$ cat config.mk
export PLATFORM = sky130hd
export DESIGN_NAME = lfm_top
export DESIGN_NICKNAME = d
export VERILOG_FILES = /design/src/logic/lfm_pkg.sv /design/src/logic/lfm_top.sv
export SDC_FILE = /design/constraint.sdc
export NUM_CORES = 1
export LEC_CHECK = 0
export BUFFER_PORTS_ARGS = -buffer_cell sky130_fd_sc_hd__buf_2
export CAP_MARGIN = 20
export CELL_PAD_IN_SITES_DETAIL_PLACEMENT = 0
export CELL_PAD_IN_SITES_GLOBAL_PLACEMENT = 1
export CORE_ASPECT_RATIO = 1.4
export CORE_MARGIN = 2
export CORE_UTILIZATION = 30
export DETAILED_ROUTE_END_ITERATION = 16
export PLACE_DENSITY = 0.55
export SETUP_SLACK_MARGIN = 0.1
export SYNTH_ARGS = -nofsm -noshare
export SYNTH_HDL_FRONTEND = slang
export SYNTH_SLANG_ARGS = --single-unit
$ cat constraint.sdc
create_clock -name i_clk -period 2.23 [get_ports i_clk]
set_input_delay 0.223 -clock i_clk [delete_from_list [all_inputs] [get_ports i_clk]]
set_output_delay 0.223 -clock i_clk [all_outputs]
set_load 0.02 [all_outputs]
$ cat src/logic/lfm_pkg.sv
package lfm_pkg;
  // Clock rate and time figures
  localparam int CLK_HZ = 10_000_000;
  localparam int T_GND_FILT_MS = 20;
  localparam int T_TEST_US = 300;
  localparam int T_I2C_MS = 500;
  localparam int T_BOCP_MS = 110;
  localparam int T_REC_MS = 100;
  localparam int SYNC_MIN_HZ = 75_000;
  localparam int CYC_PER_MS = CLK_HZ / 1000;
  localparam int TEST_CYC = T_TEST_US * (CLK_HZ / 1_000_000);
  // Longest sync period, rounded down
  localparam int SYNC_MAX_CYC = CLK_HZ / SYNC_MIN_HZ;
  localparam int CW = 23;
  // Register byte offsets
  localparam logic [7:0] A_STATUS = 8'h00;
  localparam logic [7:0] A_MASK = 8'h04;
  localparam logic [7:0] A_CTRL = 8'h08;
  localparam logic [7:0] A_CHAN = 8'h0C;
  localparam logic [7:0] A_STATE = 8'h10;
  // Status bit positions
  localparam int NF = 17;
  localparam int B_LED = 0;
  localparam int B_UNUSED = 1;
  localparam int B_I2C = 2;
  localparam int B_LOCK = 3;
  localparam int B_VOVP = 4;
  localparam int B_CORE = 5;
  localparam int B_VOCP = 6;
  localparam int B_PUMP = 7;
  localparam int B_PARTS = 8;
  localparam int B_SYNC = 9;
  localparam int B_CRC = 10;
  localparam int B_OVPL = 11;
  localparam int B_OVPH = 12;
  localparam int B_BOCP = 13;
  localparam int B_CFG = 14;
  localparam int B_MODE = 15;
  localparam int B_FREQ = 16;
  // Flags that raise the interrupt
  localparam logic [NF-1:0] IRQ_BITS = 17'h037FF;
  // Reset values
  localparam logic [NF-1:0] MASK_RST = 17'h00000;
  localparam logic [3:0] STR_RST = 4'hF;
  // Control bit positions
  localparam int C_GROUP = 0;
  typedef enum {ST_STBY, ST_RUN, ST_REC, ST_LATCH} lfm_state_t;
  typedef enum {G_IDLE, G_FILT, G_TEST} lfm_gnd_t;
endpackage : lfm_pkg

$ cat src/logic/lfm_top.sv
module lfm_top
  import lfm_pkg::*;
#(
  parameter int GND_FILT_CYC = lfm_pkg::T_GND_FILT_MS * lfm_pkg::CYC_PER_MS,
  parameter int I2C_TO_CYC = lfm_pkg::T_I2C_MS * lfm_pkg::CYC_PER_MS,
  parameter int BOCP_CYC = lfm_pkg::T_BOCP_MS * lfm_pkg::CYC_PER_MS,
  parameter int REC_CYC = lfm_pkg::T_REC_MS * lfm_pkg::CYC_PER_MS
)(
  input wire logic i_clk, // 10 MHz clock
  input wire logic i_rst_n, // Sync reset, power-on
  input wire logic i_psel, // APB select
  input wire logic i_penable, // APB enable
  input wire logic i_pwrite, // APB write
  input wire logic [7:0] i_paddr, // APB byte address
  input wire logic [31:0] i_pwdata, // APB write data
  output logic [31:0] o_prdata, // APB read data
  output logic o_pready, // APB ready
  output logic o_pslverr, // APB error
  input wire logic [3:0] i_led_short, // Output above short threshold
  input wire logic [3:0] i_led_window, // Output in normal window
  input wire logic [3:0] i_ground_short_flag, // Output below ground threshold
  input wire logic [3:0] i_led_hdrm_low, // Output below headroom
  input wire logic [3:0] i_led_hdrm_hys, // Above headroom plus hysteresis
  input wire logic i_boost_at_min, // Adaptive boost at minimum
  input wire logic i_vin_lockout, // Lockout pin low
  input wire logic i_vin_ovp, // Input over 43 V
  input wire logic i_core_low, // Core supply low
  input wire logic i_vin_ocp, // Sense voltage over 220 mV
  input wire logic i_pump_bad, // Pump level abnormal
  input wire logic i_pump_missing, // Pump parts missing
  input wire logic i_boost_sync_input, // External sync clock pin
  input wire logic i_crc_bad, // Defaults load failed
  input wire logic i_fb_ovp_low, // Feedback over low limit
  input wire logic i_fb_ovp_high, // Feedback or discharge over high
  input wire logic i_fb_uvp, // Feedback under limit
  input wire logic i_cfg_res_bad, // String config resistor bad
  input wire logic i_mode_res_bad, // Mode resistor bad
  input wire logic i_freq_res_bad, // Frequency resistor bad
  input wire logic i_unused_not_gnd, // Unused output not grounded
  input wire logic i_i2c_open, // Serial transaction open
  input wire logic i_enable, // Enable pin
  input wire logic i_bright_nz, // Brightness above zero
  input wire logic i_init_done, // Initialization complete
  output logic [3:0] o_string_en, // PWM enable per string
  output logic [3:0] o_loop_en, // String in boost loop
  output logic [3:0] o_test_current, // Test current per channel
  output logic o_boost_on, // Boost allowed
  output logic o_boost_hold, // Boost switching paused
  output logic o_fet_on, // Power-line FET on
  output logic o_pump_off, // Charge pump disabled
  output logic o_i2c_reset, // Serial block reset pulse
  output logic o_use_internal_clk, // Internal boost clock
  output logic o_spread_on, // Spread spectrum on
  output logic o_cfg_default, // Four strings, 200 mA default
  output logic o_mode_default, // Phase-shift, default address
  output logic o_freq_default, // 400 kHz, 305 Hz default
  output logic o_int // Interrupt request
);
  import lfm_pkg::*;

  localparam int NA = 40; // Count of asynchronous inputs
  logic [NA-1:0] a_s1; // First sync stage
  logic [NA-1:0] a_s2; // Second sync stage
  logic [3:0] sh, win, gl, hl, hh; // Synced channel comparators
  logic b_min, lock, vovp, core, vocp, pbad, pmis, sync_in;
  logic crc, ovpl, ovph, uvp, cfgb, modeb, freqb, unus;
  logic i2co, en, bnz, initd;

  // Two-stage synchroniser for all pin inputs
  always_ff @(posedge i_clk)
  begin
    if (!i_rst_n)
    begin
      a_s1 <= '0;
      a_s2 <= '0;
    end
    else
    begin
      a_s1 <= {i_led_short, i_led_window, i_ground_short_flag, i_led_hdrm_low,
               i_led_hdrm_hys, i_boost_at_min, i_vin_lockout, i_vin_ovp,
               i_core_low, i_vin_ocp, i_pump_bad, i_pump_missing,
               i_boost_sync_input, i_crc_bad, i_fb_ovp_low, i_fb_ovp_high,
               i_fb_uvp, i_cfg_res_bad, i_mode_res_bad, i_freq_res_bad,
               i_unused_not_gnd, i_i2c_open, i_enable, i_bright_nz,
               i_init_done};
      a_s2 <= a_s1;
    end
  end
  assign {sh, win, gl, hl, hh, b_min, lock, vovp, core, vocp, pbad, pmis,
          sync_in, crc, ovpl, ovph, uvp, cfgb, modeb, freqb, unus, i2co,
          en, bnz, initd} = a_s2;

  lfm_state_t state, next_state; // Operating state
  lfm_gnd_t gph; // Ground test phase
  logic [CW-1:0] gcnt; // Ground filter and test timer
  logic [1:0] gch; // Channel under ground test
  logic [CW-1:0] i2c_cnt; // Open transaction timer
  logic [CW-1:0] bocp_cnt; // Feedback low timer
  logic [CW-1:0] rec_cnt; // Recovery timer
  logic [7:0] sync_cnt; // Cycles since sync edge
  logic sync_d, sync_ok, en_d, init_d; // Edge history
  logic [3:0] str_en; // Strings still in service
  logic [NF-1:0] status; // Sticky flags
  logic [NF-1:0] mask; // Interrupt mask
  logic [NF-1:0] ev; // Flag set events
  logic [NF-1:0] w1c; // Software clear bits
  logic ctrl_group; // Grouped-channel mode
  logic flag_short, flag_gnd; // Power-held detail flags
  logic [3:0] flag_ch; // Power-held per-channel flags
  logic [3:0] short_ev; // Short found per channel
  logic gnd_fault; // Ground fault confirmed
  logic run; // Monitoring active
  logic hold; // Supply condition forces standby
  logic rec_ev; // Event that enters recovery
  logic [1:0] gsel; // First channel below ground
  logic gany; // Any in-service channel low
  logic wr, rd; // APB access strobes

  assign run = (state == ST_RUN);
  assign hold = lock | vovp | core;

  // Short detection per channel
  always_comb
  begin
    for (int i = 0; i < 4; i++)
    begin
      short_ev[i] = run && str_en[i] &&
        ((sh[i] && |(win & ~(4'h1 << i))) ||
         (ctrl_group && b_min && hh[i]));
    end
  end

  // Lowest in-service channel below ground threshold
  always_comb
  begin
    gsel = 2'h0;
    gany = 1'b0;
    for (int i = 3; i >= 0; i--)
    begin
      if (gl[i] && str_en[i])
      begin
        gsel = 2'(i);
        gany = 1'b1;
      end
    end
  end

  // Confirmed when output still low at end of test
  assign gnd_fault = (gph == G_TEST) && (gcnt == CW'(TEST_CYC - 1))
                     && hl[gch];

  // Ground filter and test-current sequencer
  always_ff @(posedge i_clk)
  begin
    if (!i_rst_n)
    begin
      gph <= G_IDLE;
      gcnt <= '0;
      gch <= 2'h0;
    end
    else if (!run)
    begin
      gph <= G_IDLE;
      gcnt <= '0;
    end
    else
    begin
      case (gph)
        G_IDLE:
        begin
          gcnt <= '0;
          gch <= gsel;
          if (gany)
            gph <= G_FILT;
        end
        G_FILT:
        begin
          // Low must persist on the same channel
          if (!gl[gch])
            gph <= G_IDLE;
          else if (gcnt == CW'(GND_FILT_CYC - 1))
          begin
            gph <= G_TEST;
            gcnt <= '0;
          end
          else
            gcnt <= gcnt + 1'b1;
        end
        G_TEST:
        begin
          if (gcnt == CW'(TEST_CYC - 1))
            gph <= G_IDLE;
          else
            gcnt <= gcnt + 1'b1;
        end
        default: gph <= G_IDLE;
      endcase
    end
  end

  // Strings in service, restored only at power-up
  always_ff @(posedge i_clk)
  begin
    if (!i_rst_n)
      str_en <= STR_RST;
    else
      str_en <= str_en & ~short_ev;
  end

  // Detail flags held until power is removed
  always_ff @(posedge i_clk)
  begin
    if (!i_rst_n)
    begin
      flag_short <= 1'b0;
      flag_gnd <= 1'b0;
      flag_ch <= 4'h0;
    end
    else
    begin
      if (|short_ev)
        flag_short <= 1'b1;
      if (gnd_fault)
        flag_gnd <= 1'b1;
      flag_ch <= flag_ch | short_ev |
        (gnd_fault ? (4'h1 << gch) : 4'h0);
    end
  end

  // Open bus transaction watchdog
  always_ff @(posedge i_clk)
  begin
    if (!i_rst_n)
    begin
      i2c_cnt <= '0;
      o_i2c_reset <= 1'b0;
    end
    else
    begin
      o_i2c_reset <= 1'b0;
      if (!i2co)
        i2c_cnt <= '0;
      else if (i2c_cnt == CW'(I2C_TO_CYC - 1))
      begin
        i2c_cnt <= '0;
        o_i2c_reset <= 1'b1;
      end
      else
        i2c_cnt <= i2c_cnt + 1'b1;
    end
  end

  // Feedback-low timer
  always_ff @(posedge i_clk)
  begin
    if (!i_rst_n || !run || !uvp)
      bocp_cnt <= '0;
    else if (bocp_cnt != CW'(BOCP_CYC - 1))
      bocp_cnt <= bocp_cnt + 1'b1;
  end

  // Sync clock watch and fallback
  always_ff @(posedge i_clk)
  begin
    if (!i_rst_n)
    begin
      sync_d <= 1'b0;
      // No edge seen yet, so an early enable never finds a valid clock
      sync_cnt <= 8'(SYNC_MAX_CYC);
      sync_ok <= 1'b0;
      en_d <= 1'b0;
    end
    else
    begin
      sync_d <= sync_in;
      en_d <= en;
      if (sync_in != sync_d)
        sync_cnt <= 8'h00;
      else if (sync_cnt != 8'(SYNC_MAX_CYC))
        sync_cnt <= sync_cnt + 1'b1;
      // Valid clock must be running when enabled
      if (!en)
        sync_ok <= 1'b0;
      else if (en && !en_d)
        sync_ok <= (sync_cnt != 8'(SYNC_MAX_CYC));
      else if (sync_cnt == 8'(SYNC_MAX_CYC))
        sync_ok <= 1'b0;
    end
  end

  // Events that set sticky flags
  always_comb
  begin
    ev = '0;
    ev[B_LED] = |short_ev | gnd_fault;
    ev[B_UNUSED] = initd && !init_d && unus;
    ev[B_I2C] = (i2c_cnt == CW'(I2C_TO_CYC - 1));
    ev[B_LOCK] = lock;
    ev[B_VOVP] = vovp;
    ev[B_CORE] = core;
    ev[B_VOCP] = run && vocp;
    ev[B_PUMP] = (run && pbad) || pmis;
    ev[B_PARTS] = pmis;
    ev[B_SYNC] = sync_ok && (sync_cnt == 8'(SYNC_MAX_CYC));
    ev[B_CRC] = initd && !init_d && crc;
    ev[B_OVPL] = run && ovpl;
    ev[B_OVPH] = run && ovph;
    ev[B_BOCP] = (bocp_cnt == CW'(BOCP_CYC - 1));
    ev[B_CFG] = initd && !init_d && cfgb;
    ev[B_MODE] = initd && !init_d && modeb;
    ev[B_FREQ] = initd && !init_d && freqb;
  end

  // Faults that force recovery; missing parts do not
  assign rec_ev = gnd_fault || ev[B_VOCP] || ev[B_OVPH] || ev[B_BOCP]
                  || (run && pbad && !pmis);

  // Next operating state
  always_comb
  begin
    next_state = state;
    case (state)
      ST_STBY:
        if (!hold && en && bnz)
          next_state = ST_RUN;
      ST_RUN:
        if (!en || hold)
          next_state = ST_STBY;
        else if (rec_ev)
          next_state = ST_REC;
        else if (str_en == 4'h0)
          next_state = ST_LATCH;
      ST_REC:
        if (hold)
          next_state = ST_STBY;
        else if (rec_cnt == CW'(REC_CYC - 1) && !ovph)
          next_state = ST_STBY;
      ST_LATCH:
        if (!en)
          next_state = ST_STBY;
      default: next_state = ST_STBY;
    endcase
  end

  // State register and recovery timer
  always_ff @(posedge i_clk)
  begin
    if (!i_rst_n)
    begin
      state <= ST_STBY;
      rec_cnt <= '0;
    end
    else
    begin
      state <= next_state;
      if (state != ST_REC)
        rec_cnt <= '0;
      else if (rec_cnt != CW'(REC_CYC - 1))
        rec_cnt <= rec_cnt + 1'b1;
    end
  end

  // Power stage and channel drive outputs
  always_ff @(posedge i_clk)
  begin
    if (!i_rst_n)
    begin
      o_boost_on <= 1'b0;
      o_fet_on <= 1'b0;
      o_boost_hold <= 1'b0;
      o_string_en <= 4'h0;
      o_loop_en <= 4'h0;
      o_test_current <= 4'h0;
    end
    else
    begin
      o_boost_on <= (next_state == ST_RUN);
      o_fet_on <= (next_state == ST_RUN);
      o_boost_hold <= ovpl;
      o_loop_en <= str_en & ~short_ev;
      if (next_state == ST_RUN && bnz)
        o_string_en <= str_en & ~short_ev &
          ((gph == G_TEST) ? ~(4'h1 << gch) : 4'hF);
      else
        o_string_en <= 4'h0;
      o_test_current <= (run && gph == G_TEST && !gnd_fault) ?
        (4'h1 << gch) : 4'h0;
    end
  end

  // Init-time samples and fallback selections
  always_ff @(posedge i_clk)
  begin
    if (!i_rst_n)
    begin
      init_d <= 1'b0;
      o_cfg_default <= 1'b0;
      o_mode_default <= 1'b0;
      o_freq_default <= 1'b0;
      o_pump_off <= 1'b0;
      o_use_internal_clk <= 1'b1;
      o_spread_on <= 1'b0;
    end
    else
    begin
      init_d <= initd;
      if (initd && !init_d)
      begin
        o_cfg_default <= cfgb;
        o_mode_default <= modeb;
        o_freq_default <= freqb;
      end
      if (pmis)
        o_pump_off <= 1'b1;
      o_use_internal_clk <= !sync_ok;
      if (!sync_ok)
        o_spread_on <= sync_in;
    end
  end

  assign wr = i_psel && i_penable && !o_pready && i_pwrite;
  assign rd = i_psel && i_penable && !o_pready && !i_pwrite;
  assign w1c = (wr && i_paddr == A_STATUS) ? i_pwdata[NF-1:0] : '0;

  // Sticky flags: a set in the clear cycle wins
  always_ff @(posedge i_clk)
  begin
    if (!i_rst_n)
      status <= '0;
    else
      status <= (status & ~w1c) | ev;
  end

  // Software-written mask and control
  always_ff @(posedge i_clk)
  begin
    if (!i_rst_n)
    begin
      mask <= MASK_RST;
      ctrl_group <= 1'b0;
    end
    else if (wr && i_paddr == A_MASK)
      mask <= i_pwdata[NF-1:0];
    else if (wr && i_paddr == A_CTRL)
      ctrl_group <= i_pwdata[C_GROUP];
  end

  // Interrupt from unmasked raising flags
  always_ff @(posedge i_clk)
  begin
    if (!i_rst_n)
      o_int <= 1'b0;
    else
      o_int <= |(status & IRQ_BITS & ~mask);
  end

  // APB slave: one wait state, error on unmapped
  always_ff @(posedge i_clk)
  begin
    if (!i_rst_n)
    begin
      o_pready <= 1'b0;
      o_pslverr <= 1'b0;
      o_prdata <= 32'h00000000;
    end
    else
    begin
      o_pready <= i_psel && i_penable && !o_pready;
      o_pslverr <= 1'b0;
      o_prdata <= 32'h00000000;
      if (wr || rd)
      begin
        case (i_paddr)
          A_STATUS: o_prdata <= 32'(status);
          A_MASK: o_prdata <= 32'(mask);
          A_CTRL: o_prdata <= 32'(ctrl_group);
          A_CHAN: o_prdata <= {26'h0, flag_gnd, flag_short, flag_ch};
          A_STATE: o_prdata <= {28'h0, str_en};
          default: o_pslverr <= 1'b1;
        endcase
      end
    end
  end
endmodule : lfm_top

; Yosys cells after proc, flatten, opt, wreduce, memory -nomap -nowiden
; Index checks and enable logic that the tools add are counted.
[classes]
n_eq_ne = 28
n_reduce_logical = 102
n_lt_le_gt_ge = 1
mux = 39
add_sub_neg = 5
n_shift = 1
div = 0
n_mul = 0
n_bitwise = 17
[ops]
columns = op, n
row1 = two-way mux 32 bit, 11
row2 = == test 32 x 2 -> 1 bit (second input constant), 5
row3 = case mux 32 bit (4 select lines), 1
row4 = case mux 32 bit (3 select lines), 1
row5 = adder 23 x 1 -> 23 bit (second input constant), 4
row6 = case mux 17 bit (5 select lines), 1
row7 = two-way mux 23 bit, 3
row8 = case mux 23 bit (3 select lines), 1
row9 = == test 32 x 1 -> 1 bit (second input constant), 2
row10 = logical NOT 32 bit, 2
row11 = logical AND 1 bit, 49
row12 = inverter 17 bit, 2
row13 = == test 32 x 3 -> 1 bit (second input constant), 1
row14 = inequality test 32 x 3 -> 1 bit (second input constant), 1
row15 = == test 23 x 12 -> 1 bit (second input constant), 1
row16 = == test 23 x 18 -> 1 bit (second input constant), 1
row17 = == test 23 x 20 -> 1 bit (second input constant), 1
row18 = == test 23 x 21 -> 1 bit (second input constant), 1
row19 = == test 23 bit (second input constant), 1
row20 = inequality test 23 x 20 -> 1 bit (second input constant), 1
row21 = inequality test 23 x 21 -> 1 bit (second input constant), 1
row22 = AND 14 x 17 -> 17 bit, 1
row23 = AND 17 bit, 1
row24 = two-way mux 17 bit, 1
row25 = 35 further kinds, 99
[word_totals]
memories = 0
rom_bits = 0
inputBits = 85
wordCells = 231
ff_bits = 351
latchBits = 0
output_inout_bits = 57
ramBits = 0

; Longest topological paths before layout
; Gate-level depths: netlist of run 1.
[depth]
depth_word = 13
depth_mapped = 9
mapped_depth_nobuf = 8

; Worst setup path after synthesis of run 1
; No wires, ideal clock.
[synth_path]
path_type = register to register
startpoint = register i2c_cnt[0]
endpoint = register i2c_cnt[14]
setup_time_ns = 0.117
arrival_ns = 1.926
path_buffers = 1
path_stages_with_launch = 8
period_less_slack_ns = 2.044
t_required_ns = 2.113
slack_ns = 0.186
path_cell_list = dfxtp_1 -> ha_1 -> inv_1 -> or3_1 -> or4_1 -> nand3_1 -> buf_2 -> nor2_1
[synth_via]
elab_chain_len = 2
word_cells_on_any_way = 3
cone_classes = 1 x add/sub / 1 x eq/ne / 1 x reduce/logical
[synth_rtl]
columns = element, line_no
row1 = "start, declared", lfm_top.sv:97  ; logic [CW-1:0] i2c_cnt;
row2 = "start signal, assigned", lfm_top.sv:249  ; i2c_cnt <= i2c_cnt + 1'b1;
row3 = "parallel branches: the longest is 2 deep, another holds adder 23 x 1 -> 23 bit", n/a
; Several ways; the timed one is not identified.
; A chain may end at the register's enable or synchronous reset.

; Final worst setup path of run 1
[layout_path]
startpoint = register rec_cnt[20]
endpoint = register o_string_en[2]
[layout_via]
elab_chain_len = 8
[layout_rtl]
columns = element, line_no
row1 = "start, declared", lfm_top.sv:99  ; logic [CW-1:0] rec_cnt;
row2 = "start signal, assigned", lfm_top.sv:359  ; rec_cnt <= rec_cnt + 1'b1;
row3 = == test 23 x 20 -> 1 bit, lfm_top.sv:336  ; else if (rec_cnt == CW'(REC_CYC - 1) && !ovph)
row4 = logical AND 1 bit, lfm_top.sv:336
row5 = two-way mux 32 bit, lfm_top.sv:336
row6 = two-way mux 32 bit, lfm_top.sv:334  ; if (hold)
row7 = case mux 32 bit (4 select lines), lfm_top.sv:322  ; case (state)
row8 = == test 32 x 2 -> 1 bit, lfm_top.sv:381  ; if (next_state == ST_RUN && bnz)
row9 = logical AND 1 bit, lfm_top.sv:381
row10 = AND reduction 2 bit (no line), n/a
row11 = "end signal, assigned", lfm_top.sv:382  ; o_string_en <= str_en & ~short_ev &
row12 = "end, declared", lfm_top.sv:44  ; output logic [3:0] o_string_en,
; No other way between the ends.

==> implementation parameters, run 1 <==
Parameter                              Value

Status
  Outcome    complete, no violations

Power and ir drop
  Final Power    approximately 12,000 uW
  Combinational share of power    4.8%
  Sw Pwr    roughly 2500 uW
  LEAKAGE    approximately 0.0057 uW
  Power share of the sequential group    49.3%
  Share of total power consumed by net switching    about 22%
  Internal    approximately 9000 uW
  Proportion of power drawn by the clock network    a little under half
  Power Dens Cells    about 780 nW/um^2
  Peak ir drop on the vdd network    433 uV

Synth
  Commonest cells in the netlist    dfxtp_1, nor2_1, nand2_1
  Register bit total from synthesis    between 300 and 400
  Netlist area before placement    ~11,000 um^2
  Portion of synthesized cell area occupied by the leading cell type    roughly 54%
  Synthesized area divided by synthesized cell count    9.33 um^2
  Proportion of synthesized chip area in sequential cells    53.6%
  EDFF count, synth    0
  Library cells used by synthesis    between 60 and 70
  Cell accounting for the most synthesized area    dfxtp_1
  Top cells by area, synth    dfxtp_1, nor2_1, xor2_1
  Cell count after synthesis    roughly 1,200
  Most repeated cell in the gate-level netlist after synthesis    dfxtp_1
  Yosys synthesis warning count    0
  Dominant register cell in the synthesized netlist    dfxtp_1
  Share of synthesized registers carrying an async set or reset    0%

Placed design
  RePlAce Congestion    between 0.7 and 0.8
  Placed cells    ~1,900
  Port Buffer Count    approximately 110
  Final HPWL DP    roughly 21 mm

Detailed routing
  Detailed Routing Iterations Pass 1    7
  Number of DRC markers in iteration 0    427
  Vias    9,073
  Vias per std cell    approximately 4.6
  Number of remaining DRC errors    0
  Wire length per cell after detailed routing    14.7 um
  DRT antenna net count    0
  Detailed Route WL    29.0 mm

Clock network
  CTS H-tree depth    2
  TritonCTS Sinks    roughly 310
  TritonCTS clock tree    yes
  Total CTS buffers    34
  Root Buffer    clkbuf_16
  Clock transition time at the flip-flop clock pins of the worst setup and hold paths    0.06 ns
  CTS Buffer Depth    3
  Clock insertion delay at the later pin of the skew report    0.52 ns

Worst setup path
  Endpoint kind of the worst setup timing path    register
  Kind of critical path    register to register
  Category of the worst setup path launch point    register
  Worst Path Arrival    2.44 ns
  Max Fanout on Critical Path    4
  Data required time at the worst endpoint    between 2 and 3 ns

Layout
  Final-layout fill cell count    3,799
  Layout cell share with drive strength beyond 1    18.2%
  Non-filler instance count after layout    about 2,000
  Diode insertion count for antenna repair    0
  Net count reported at finish    1,580
  Synth-to-layout area growth    29.7%
  Register Area    6130 um^2
  Area used by multi-input combinational logic    5200 um^2

Timing
  Transition time at the pin with the least slew margin    approximately 0.71 ns
  Setup repair after global routing missed its margin    yes
  Achievable Freq    between 0.4 and 0.5 GHz
  Number of endpoints with negative hold slack in the final report    0
  Final period demand of the worst path    2.03 ns
  TNS Setup    0 ns
  Final worst path period share    just over 90%
  Setup violators final    0
  Final setup skew    about 0.022 ns
  Pins over their slew limit    0
  Relative slew margins    52.2%

Global route
  Global-route wire length before repair    roughly 47 mm
  Via count of the first global-routing pass    8,989
  Leftover overflow at the end of global routing    0
  Pin count of the biggest net entering global routing    between 80 and 90
  Overall global routing resource usage    approximately 15%
  Number of antenna violations at the first check in global routing    0

Die
  Effective utilization at floorplan    a little under a third
  Number of standard-cell rows in the floorplan    84
  I/O pin cnt    approximately 140
  Placeable core region    37,500 um^2
  Vert. Die Dim    about 230 um
  Die W    between 150 and 200 um
  Overall die area    about 40,000 um^2

Hold path
  Min-Delay Path Class    input pin to register

Flow run
  Max Cap Violations    0
[stage by stage]
stage	util [%]	hold WS (ns)	worst slack [ns]	cell area (um^2)
2_1_floorplan	-	0.350	0.186	11600
3_3_place_gp	34.6	0.417	0.0452	13000
3_5_place_dp	34.6	0.418	0.0237	13000
4_1_cts	38.9	0.00164	0.0940	14600
5_1_grt	39.5	0.0567	0.0618	14800
6_report	39.5	0.0319	0.201	14800
[cell type report]
class / count / share of cell area (%)
clock buffers: 49 / 6.54
clock inverters: 7 / 0.481
inverters: 32 / 0.811
multi-input cells: 871 / 35.1
flip-flops and latches: 306 / 41.4
well taps: 473 / 3.99
repair buffers: 240 / 11.7
[placed cells by master (no fill, tap or decap), types with 47 or more instances in the layout]
| master | count |
|---|---|
| nand3_1 | 68 |
| a21oi_1 | 47 |
| xor2_1 | 64 |
| buf_2 | 111 |
| nand2_1 | 122 |
| buf_4 | 66 |
| dfxtp_1 | 303 |
| dlygate4sd3_1 | 58 |
| and2_1 | 87 |
| nor2_1 | 160 |
[final timing paths]
check	startpoint	end	slack (ns)	depth (start not counted)
hold / removal	i_psel	o_pready	0.03	3
setup / recovery	rec_cnt[20]	o_string_en[2]	0.20	7
setup reg to reg	rec_cnt[20]	o_string_en[2]	0.20	7
hold reg to reg	i2c_cnt[0]	i2c_cnt[0]	0.42	1
[what timing repair did]
| item | CTS | global route |
|---|---|---|
| hold buffers | 58 | 0 |
| endpoints found under the hold margin | 61 | 0 |
| pin swaps | 1 | 8 |
| endpoints found under the setup margin | 7 | 57 |
| gates resized for setup | 3 | 31 |
| gates cloned | 0 | 1 |
| setup buffers | 0 | 5 |
[sequential cells by signal (all words and copies together) (netlist names), 2 cells and up]
name / cells
o_string_en: 4
a_s1: 40
a_s2: 40
state: 32
sync_cnt: 8
mask: 17
o_test_current: 4
gcnt: 23
bocp_cnt: 23
o_loop_en: 4
o_prdata: 17
str_en: 4
gch: 2
i2c_cnt: 23
rec_cnt: 23
status: 17
gph: 2
flag_ch: 4
[power by group through the flow]
stage	Clock [uW]	Sequential, uW	Combinational (uW)
final	5290	5690	558
after global placement	0	5810	480
after floorplan	0	5800	322
after detailed placement	0	5810	482
after global routing	5720	5710	632
after CTS	5520	5690	563
[layer usage]
metal	track usage, %	part of all wire [%]
met5	0	0
met1	17.5	43
met4	5.49	2.9
met3	2.43	4.3
met2	26.0	50
[critical path, cell delays in order (launching register included)]
cell,delay (ns)
dfxtp_2,0.33
or4b_4,0.54
nor4b_4,0.32
a31oi_4,0.14
o211ai_2,0.20
a22oi_2,0.07
buf_6,0.14
nor4_4,0.20
[kinds of logic (layout without fill, tap and decap cells)]
logic type      Yosys count  in the layout  synth area share (%)
buf+inv                  91            328                  3.69
compound gates          138            138                  8.00
other cells               1             45                0.0328
xor+xnor                 86             86                  6.59
simple gates            581            581                  25.8
flops                   306            306                  53.6
fa+ha+maj                10             10                  1.10
mux                      11             11                  1.18
Power figures use the tool's default switching activity.
==> inputs of run 2 (changes only) <==
Settings changed: BUFFER_PORTS_ARGS -buffer_cell sky130_fd_sc_hd__buf_2 to -buffer_cell sky130_fd_sc_hd__buf_4, PLACE_DENSITY 0.55 to unset, PLACE_DENSITY_LB_ADDON set to 0.1.
==> run 2 against run 1 <==
Net effect:
- cell count is 0.15% higher
- count of clock-buffer cells in the layout fell by 1
- die area stayed put
- setup slack worse by 0.096 ns
- register-to-register slack lost 0.096 ns
==> implementation parameters, run 2 (synthesized netlist as in run 1, its figures left out) <==
Parameter                              Value

Layout
  Most common cell after layout, fill and taps aside    dfxtp_1 (unchanged)
  Layout cell share with drive strength beyond 1    18.6% (was 18.2%)
  Final-layout fill cell count    3,777 (was 3,799)
  Summed area of non-filler cells in the final layout    15,200 um^2 (was 14,800 um^2)
  Synth-to-layout area growth    32.9% (was 29.7%)
  Diode insertion count for antenna repair    0 (unchanged)
  Non-filler instance count after layout    1,981 (was 1,978)
  Registers with the highest flip-flop counts    a_s1: 40 flops, a_s2: 40 flops, state: 32 flops (unchanged)
  Net count reported at finish    1,579 (was 1,580)
  Most frequent cells in the layout    dfxtp_1, buf_4, nor2_1 (was dfxtp_1, nor2_1, nand2_1)

Clock network
  CTS H-tree depth    2 (unchanged)
  TritonCTS clock tree    yes (unchanged)
  Clock insertion delay at the later pin of the skew report    0.52 ns (about the same)
  Root Buffer    clkbuf_16 (unchanged)
  Total CTS buffers    34 (unchanged)
  Clock transition time at the flip-flop clock pins of the worst setup and hold paths    0.06 ns (about the same)
  CTS Buffer Depth    3 (unchanged)
  TritonCTS Sinks    306 (unchanged)

Die
  Number of standard-cell rows in the floorplan    84 (unchanged)
  Die W    169 um (unchanged)
  I/O pin cnt    142 (unchanged)
  Placeable core region    37,500 um^2 (unchanged)
  Overall die area    39,700 um^2 (unchanged)
  Effective utilization at floorplan    30.4% (unchanged)
  Vert. Die Dim    235 um (unchanged)

Placed design
  RePlAce Congestion    0.768 (was 0.742)
  Placed cells    1,860 (was 1,858)
  Final HPWL DP    21.2 mm (was 20.8 mm)
  Setup slack at placement    -0.00511 ns (was 0.0237 ns)
  Area after detailed placement    13,300 um^2 (was 13,000 um^2)
  Port Buffer Count    111 (unchanged)

Power and ir drop
  Proportion of power drawn by the clock network    47.7% (was 45.8%)
  Sw Pwr    2620 uW (was 2530 uW)
  Share of total power consumed by net switching    21.8% (was 21.9%)
  Peak ir drop on the vdd network    432 uV (was 433 uV)
  Combinational share of power    5.0% (was 4.8%)
  Internal    9400 uW (was 9010 uW)
  Power share of the sequential group    47.3% (was 49.3%)
  LEAKAGE    0.00580 uW (was 0.00569 uW)
  Power Dens Cells    792 nW/um^2 (was 779 nW/um^2)

Hold path
  Min-Delay Path Class    input pin to register (unchanged)
  Worst Hold Path Cells    4 (was 3)

Timing
  Transition time at the pin with the least slew margin    0.867 ns (was 0.713 ns)
  TNS Setup    0 ns (unchanged)
  Final worst path period share    95.3% (was 91.0%)
  Achievable Freq    0.471 GHz (was 0.493 GHz)
  Setup violators final    0 (unchanged)
  Number of endpoints with negative hold slack in the final report    0 (unchanged)
  Relative slew margins    42.0% (was 52.2%)
  Pins over their slew limit    0 (unchanged)
  Final period demand of the worst path    2.13 ns (was 2.03 ns)
  Smallest setup slack after layout    0.105 ns (was 0.201 ns)
  Setup repair after global routing missed its margin    yes (unchanged)
  Post-Route Hold Slack    0.0314 ns (was 0.0319 ns)
  Final setup skew    0.0116 ns (was 0.0222 ns)

Worst setup path
  Capturing element of the worst setup path    o_string_en[1] (was o_string_en[2])
  Slowest-stage cell, CP    or4b_4 (unchanged)
  Critical Path Source    rec_cnt[21] (was rec_cnt[20])
  Endpoint of the lowest-slack register-to-register path    o_string_en[1] (was o_string_en[2])
  Sequence of cells on the critical path    or4b_4, nor4b_4, a31oi_4, o211ai_2, a22oi_2, buf_6, nor4b_2 (was or4b_4, nor4b_4, a31oi_4, o211ai_2, a22oi_2, buf_6, nor4_4)
  Kind of critical path    register to register (unchanged)
  Slowest stage delay, CP    0.54 ns (about the same)
  Critical path depth in cells    7 (unchanged)
  Worst Path Arrival    2.55 ns (was 2.44 ns)
  Crit path buf inv count    1 (unchanged)
  FF-to-FF setup slack    0.10 ns (was 0.20 ns)
  Endpoint kind of the worst setup timing path    register (unchanged)
  Category of the worst setup path launch point    register (unchanged)
  Largest delay contributor family on the critical path    simple AND/OR/NAND/NOR gates (unchanged)
  Critical register-to-register path startpoint    rec_cnt[21] (was rec_cnt[20])
  Max Fanout on Critical Path    4 (unchanged)
  Data required time at the worst endpoint    2.65 ns (was 2.64 ns)
  Worst reg2reg path depth    7 (unchanged)

Detailed routing
  Number of DRC markers in iteration 0    475 (was 427)
  Vias per std cell    4.55 (was 4.59)
  Wire length per cell after detailed routing    14.8 um (was 14.7 um)
  Number of remaining DRC errors    0 (unchanged)
  Vias    9,021 (was 9,073)
  Detailed Route WL    29.3 mm (was 29.0 mm)
  DRT antenna net count    0 (unchanged)
  Detailed Routing Iterations Pass 1    4 (was 7)

Global route
  Leftover overflow at the end of global routing    0 (unchanged)
  Pin count of the biggest net entering global routing    49 (was 87)
  Via count of the first global-routing pass    8,963 (was 8,989)
  Global-route wire length before repair    47.1 mm (was 46.6 mm)
  Number of antenna violations at the first check in global routing    0 (unchanged)
  Overall global routing resource usage    14.8% (was 14.6%)

Flow run
  Max Cap Violations    0 (unchanged)

Status
  Outcome    complete, no violations (unchanged)
[run 2: power groups by stage]
stage	clock network, uW	registers, uW	logic, uW
after floorplan	0	5800	322
after global placement	0	5810	518
after detailed placement	0	5810	520
after CTS	5940	5690	604
after global routing	6160	5700	668
final	5730	5690	600
[run 2: layer usage]
| layer | vias to the layer above | routed length (um) | global-route usage [%] |
|---|---|---|---|
| met5 | - | 0 | 0 |
| met4 | 0 | 760 | 5.07 |
| met3 | 50 | 1050 | 2.48 |
| met2 | 158 | 14700 | 26.1 |
| met1 | 4177 | 12800 | 18.1 |
| li1 | 4636 | - | - |
[run 2: layout make-up]
| cell class | instances | area [um^2] | share of cell area (%) |
|---|---|---|---|
| Clock buffer | 48 | 1040 | 6.83 |
| Clock inverter | 12 | 119 | 0.783 |
| Inverter | 32 | 120 | 0.791 |
| Multi-Input combinational cell | 871 | 5190 | 34.2 |
| Sequential cell | 306 | 6130 | 40.4 |
| Tap cell | 473 | 592 | 3.90 |
| Timing Repair Buffer | 239 | 2000 | 13.1 |
[run 2: worst min-delay path by stage]
stage / from / to / slack [ns]
after floorplan: i_init_done / a_s1[0] / 0.35
after global placement: a_s1[18] / a_s2[18] / 0.42
after detailed placement: a_s1[29] / a_s2[29] / 0.42
after CTS: i_paddr[1] / o_prdata[5] / 0.005
after global routing: i_paddr[1] / o_prdata[4] / 0.04
final: i_paddr[1] / o_prdata[5] / 0.03
[run 2: through the flow]
step / utilization (%) / power [uW]
2_1_floorplan: - / 6120
3_3_place_gp: 35.3 / 6330
3_5_place_dp: 35.3 / 6330
4_1_cts: 40.0 / 12200
5_1_grt: 40.5 / 12500
6_report: 40.5 / 12000
[run 2: worst min-delay path: stages]
cell and delay (ns):
buf_4 0.11, nor3_2 0.06, nand2_1 0.07, nor2_1 0.04
[run 2: what timing repair did]
| action | CTS | global route |
|---|---|---|
| cloned | 0 | 1 |
| hold endpoints to repair | 64 | 0 |
| buffers inserted | 1 | 2 |
| gates resized for setup | 6 | 23 |
| hold buffers | 57 | 0 |
| pin swaps | 4 | 7 |
| endpoints found under the setup margin | 22 | 64 |
==> inputs of run 3 (changes only) <==
Settings changed: CTS_BUF_LIST set to sky130_fd_sc_hd__clkbuf_16, PLACE_DENSITY set to 0.56, PLACE_DENSITY_LB_ADDON 0.1 to unset.
==> run 3 against run 2 <==
Net effect:
- non-clock buffer count up 3
- cell count increased by 0.15%
- hold slack got worse by 0.0020 ns
- setup slack better by 0.0082 ns
- combinational power hardly changed
- sequential share of layout area is essentially flat
- first-iteration DRC count decreased by 34%
- wire length about the same
- utilization is essentially flat
==> implementation parameters, run 3 (synthesized netlist as in run 1, its figures left out) <==
Parameter                              Value

Status
  Outcome    complete, no violations (unchanged)

Worst setup path
  Endpoint kind of the worst setup timing path    register (unchanged)
  Worst reg2reg path depth    7 (unchanged)
  Critical Path Source    rec_cnt[20] (was rec_cnt[21])
  FF-to-FF setup slack    0.11 ns (was 0.10 ns)
  Endpoint of the lowest-slack register-to-register path    o_string_en[0] (was o_string_en[1])
  Slowest stage delay, CP    0.55 ns (was 0.54 ns)
  Capturing element of the worst setup path    o_string_en[0] (was o_string_en[1])
  Max Fanout on Critical Path    4 (unchanged)
  Worst Path Arrival    2.54 ns (was 2.55 ns)
  Data required time at the worst endpoint    2.65 ns (about the same)
  Critical register-to-register path startpoint    rec_cnt[20] (was rec_cnt[21])
  Slowest-stage cell, CP    or4b_4 (unchanged)
  Kind of critical path    register to register (unchanged)
  Category of the worst setup path launch point    register (unchanged)
  Sequence of cells on the critical path    or4b_4, nor4b_4, a31oi_4, o211ai_2, a22oi_2, buf_6, nor4_4 (was or4b_4, nor4b_4, a31oi_4, o211ai_2, a22oi_2, buf_6, nor4b_2)

Timing
  Final period demand of the worst path    2.12 ns (was 2.13 ns)
  Setup repair after global routing missed its margin    yes (unchanged)
  Setup violators final    0 (unchanged)
  Achievable Freq    0.472 GHz (was 0.471 GHz)
  Post-Route Hold Slack    0.0294 ns (was 0.0314 ns)
  TNS Setup    0 ns (unchanged)
  Relative slew margins    43.9% (was 42.0%)
  Final worst path period share    94.9% (was 95.3%)
  Pins over their slew limit    0 (unchanged)
  Final setup skew    0.0206 ns (was 0.0116 ns)
  Number of endpoints with negative hold slack in the final report    0 (unchanged)
  Transition time at the pin with the least slew margin    0.838 ns (was 0.867 ns)

Power and ir drop
  Power Dens Cells    793 nW/um^2 (was 792 nW/um^2)
  Peak ir drop on the vdd network    431 uV (was 432 uV)
  LEAKAGE    0.00582 uW (was 0.00580 uW)

Die
  I/O pin cnt    142 (unchanged)
  Placeable core region    37,500 um^2 (unchanged)
  Number of standard-cell rows in the floorplan    84 (unchanged)
  Effective utilization at floorplan    30.4% (unchanged)
  Overall die area    39,700 um^2 (unchanged)
  Die W    169 um (unchanged)
  Vert. Die Dim    235 um (unchanged)

Detailed routing
  Met1 WL    12.5 mm (was 12.8 mm)
  Number of remaining DRC errors    0 (unchanged)
  Detailed Routing Iterations Pass 1    5 (was 4)
  Highest routing layer actually used    met4 (unchanged)
  Wire length per cell after detailed routing    14.8 um (about the same)
  Vias    9,105 (was 9,021)
  Detailed route wirelength on metal2    14.9 mm (was 14.7 mm)
  Detailed Route WL    29.3 mm (about the same)
  Metal3 WL    1.09 mm (was 1.05 mm)
  Vias per std cell    4.59 (was 4.55)
  Number of DRC markers in iteration 0    314 (was 475)
  DRT antenna net count    0 (unchanged)

Layout
  Most frequent cells in the layout    dfxtp_1, buf_4, nor2_1 (unchanged)
  Synth-to-layout area growth    32.9% (about the same)
  Registers with the highest flip-flop counts    a_s1: 40 flops, a_s2: 40 flops, state: 32 flops (unchanged)
  Net count reported at finish    1,582 (was 1,579)
  Diode insertion count for antenna repair    0 (unchanged)
  Layout cell share with drive strength beyond 1    18.8% (was 18.6%)
  Most common cell after layout, fill and taps aside    dfxtp_1 (unchanged)
  Final-layout fill cell count    3,743 (was 3,777)

Placed design
  Port Buffer Count    111 (unchanged)
  RePlAce Congestion    0.761 (was 0.768)
  Final HPWL DP    20.8 mm (was 21.2 mm)

Global route
  Overall global routing resource usage    14.6% (was 14.8%)
  Global-route wire length before repair    46.4 mm (was 47.1 mm)
  Leftover overflow at the end of global routing    0 (unchanged)
  Via count of the first global-routing pass    8,992 (was 8,963)
  Pin count of the biggest net entering global routing    67 (was 49)
  Number of antenna violations at the first check in global routing    0 (unchanged)

Hold path
  Min-Delay Path Class    input pin to register (unchanged)

Clock network
  TritonCTS Sinks    306 (unchanged)
  Root Buffer    clkbuf_16 (unchanged)
  Clock insertion delay at the later pin of the skew report    0.52 ns (about the same)
  CTS H-tree depth    2 (unchanged)
  CTS Buffer Depth    3 (unchanged)
  Clock transition time at the flip-flop clock pins of the worst setup and hold paths    0.06 ns (about the same)
  Total CTS buffers    34 (unchanged)
  TritonCTS clock tree    yes (unchanged)

Flow run
  Max Cap Violations    0 (unchanged)
run 3: repair_timing:
action                                  CTS  global route
hold buffers                             58             0
setup buffers                             0             2
endpoints found under the hold margin    69             0
pin swaps                                 0             7
endpoints found under the setup margin   18            99
gates resized for setup                   3            32
gates cloned                              0             0
run 3: layout make-up:
| cell class | instances | area, um^2 | area share [%] |
|---|---|---|---|
| repair buffers | 242 | 1980 | 13.1 |
| well taps | 473 | 592 | 3.90 |
| clock buffers | 35 | 876 | 5.77 |
| multi-input cells | 871 | 5210 | 34.3 |
| inverters | 32 | 120 | 0.791 |
| flip-flops and latches | 306 | 6130 | 40.4 |
| clock inverters | 25 | 267 | 1.76 |
run 3: routing by layer:
layer | up-vias | global-route usage, %
met5 | - | 0
met4 | 0 | 4.94
met3 | 55 | 2.44
met2 | 174 | 26.6
met1 | 4244 | 17.2
li1 | 4632 | -
run 3: metrics by stage:
step	total power [uW]	setup slack, ns	area, um^2	instances	utilization [%]
after detailed placement	6330	0.0783	13300	1864	35.3
after floorplan	6120	0.186	11600	1268	-
after global routing	12500	0.0267	15200	1984	40.4
final	12000	0.113	15200	1984	40.4
after CTS	12300	0.100	15000	1982	40.0
after global placement	6330	0.0872	13300	1864	35.3
run 3: critical path, delay by kind of cell, from the launching register on:
kind | cells | cell delay, ns
buffers and inverters | 1 | 0.14
AO/OA/AOI/OAI | 3 | 0.43
AND/OR/NAND/NOR | 3 | 1.13
flip-flops | 1 | 0.33
run 3: worst min path at each step:
stage / start / to / depth (start not counted)
2_1_floorplan: i_init_done / a_s1[0] / 1
3_3_place_gp: a_s1[9] / a_s2[9] / 1
3_5_place_dp: a_s1[16] / a_s2[16] / 1
4_1_cts: i_penable / o_pready / 3
5_1_grt: i_penable / o_pready / 3
6_report: i_penable / o_pready / 3
run 3: report_power, final:
part / switching, uW / internal, uW
registers: 80.3 / 5610
clock network: 2290 / 3450
logic: 291 / 307
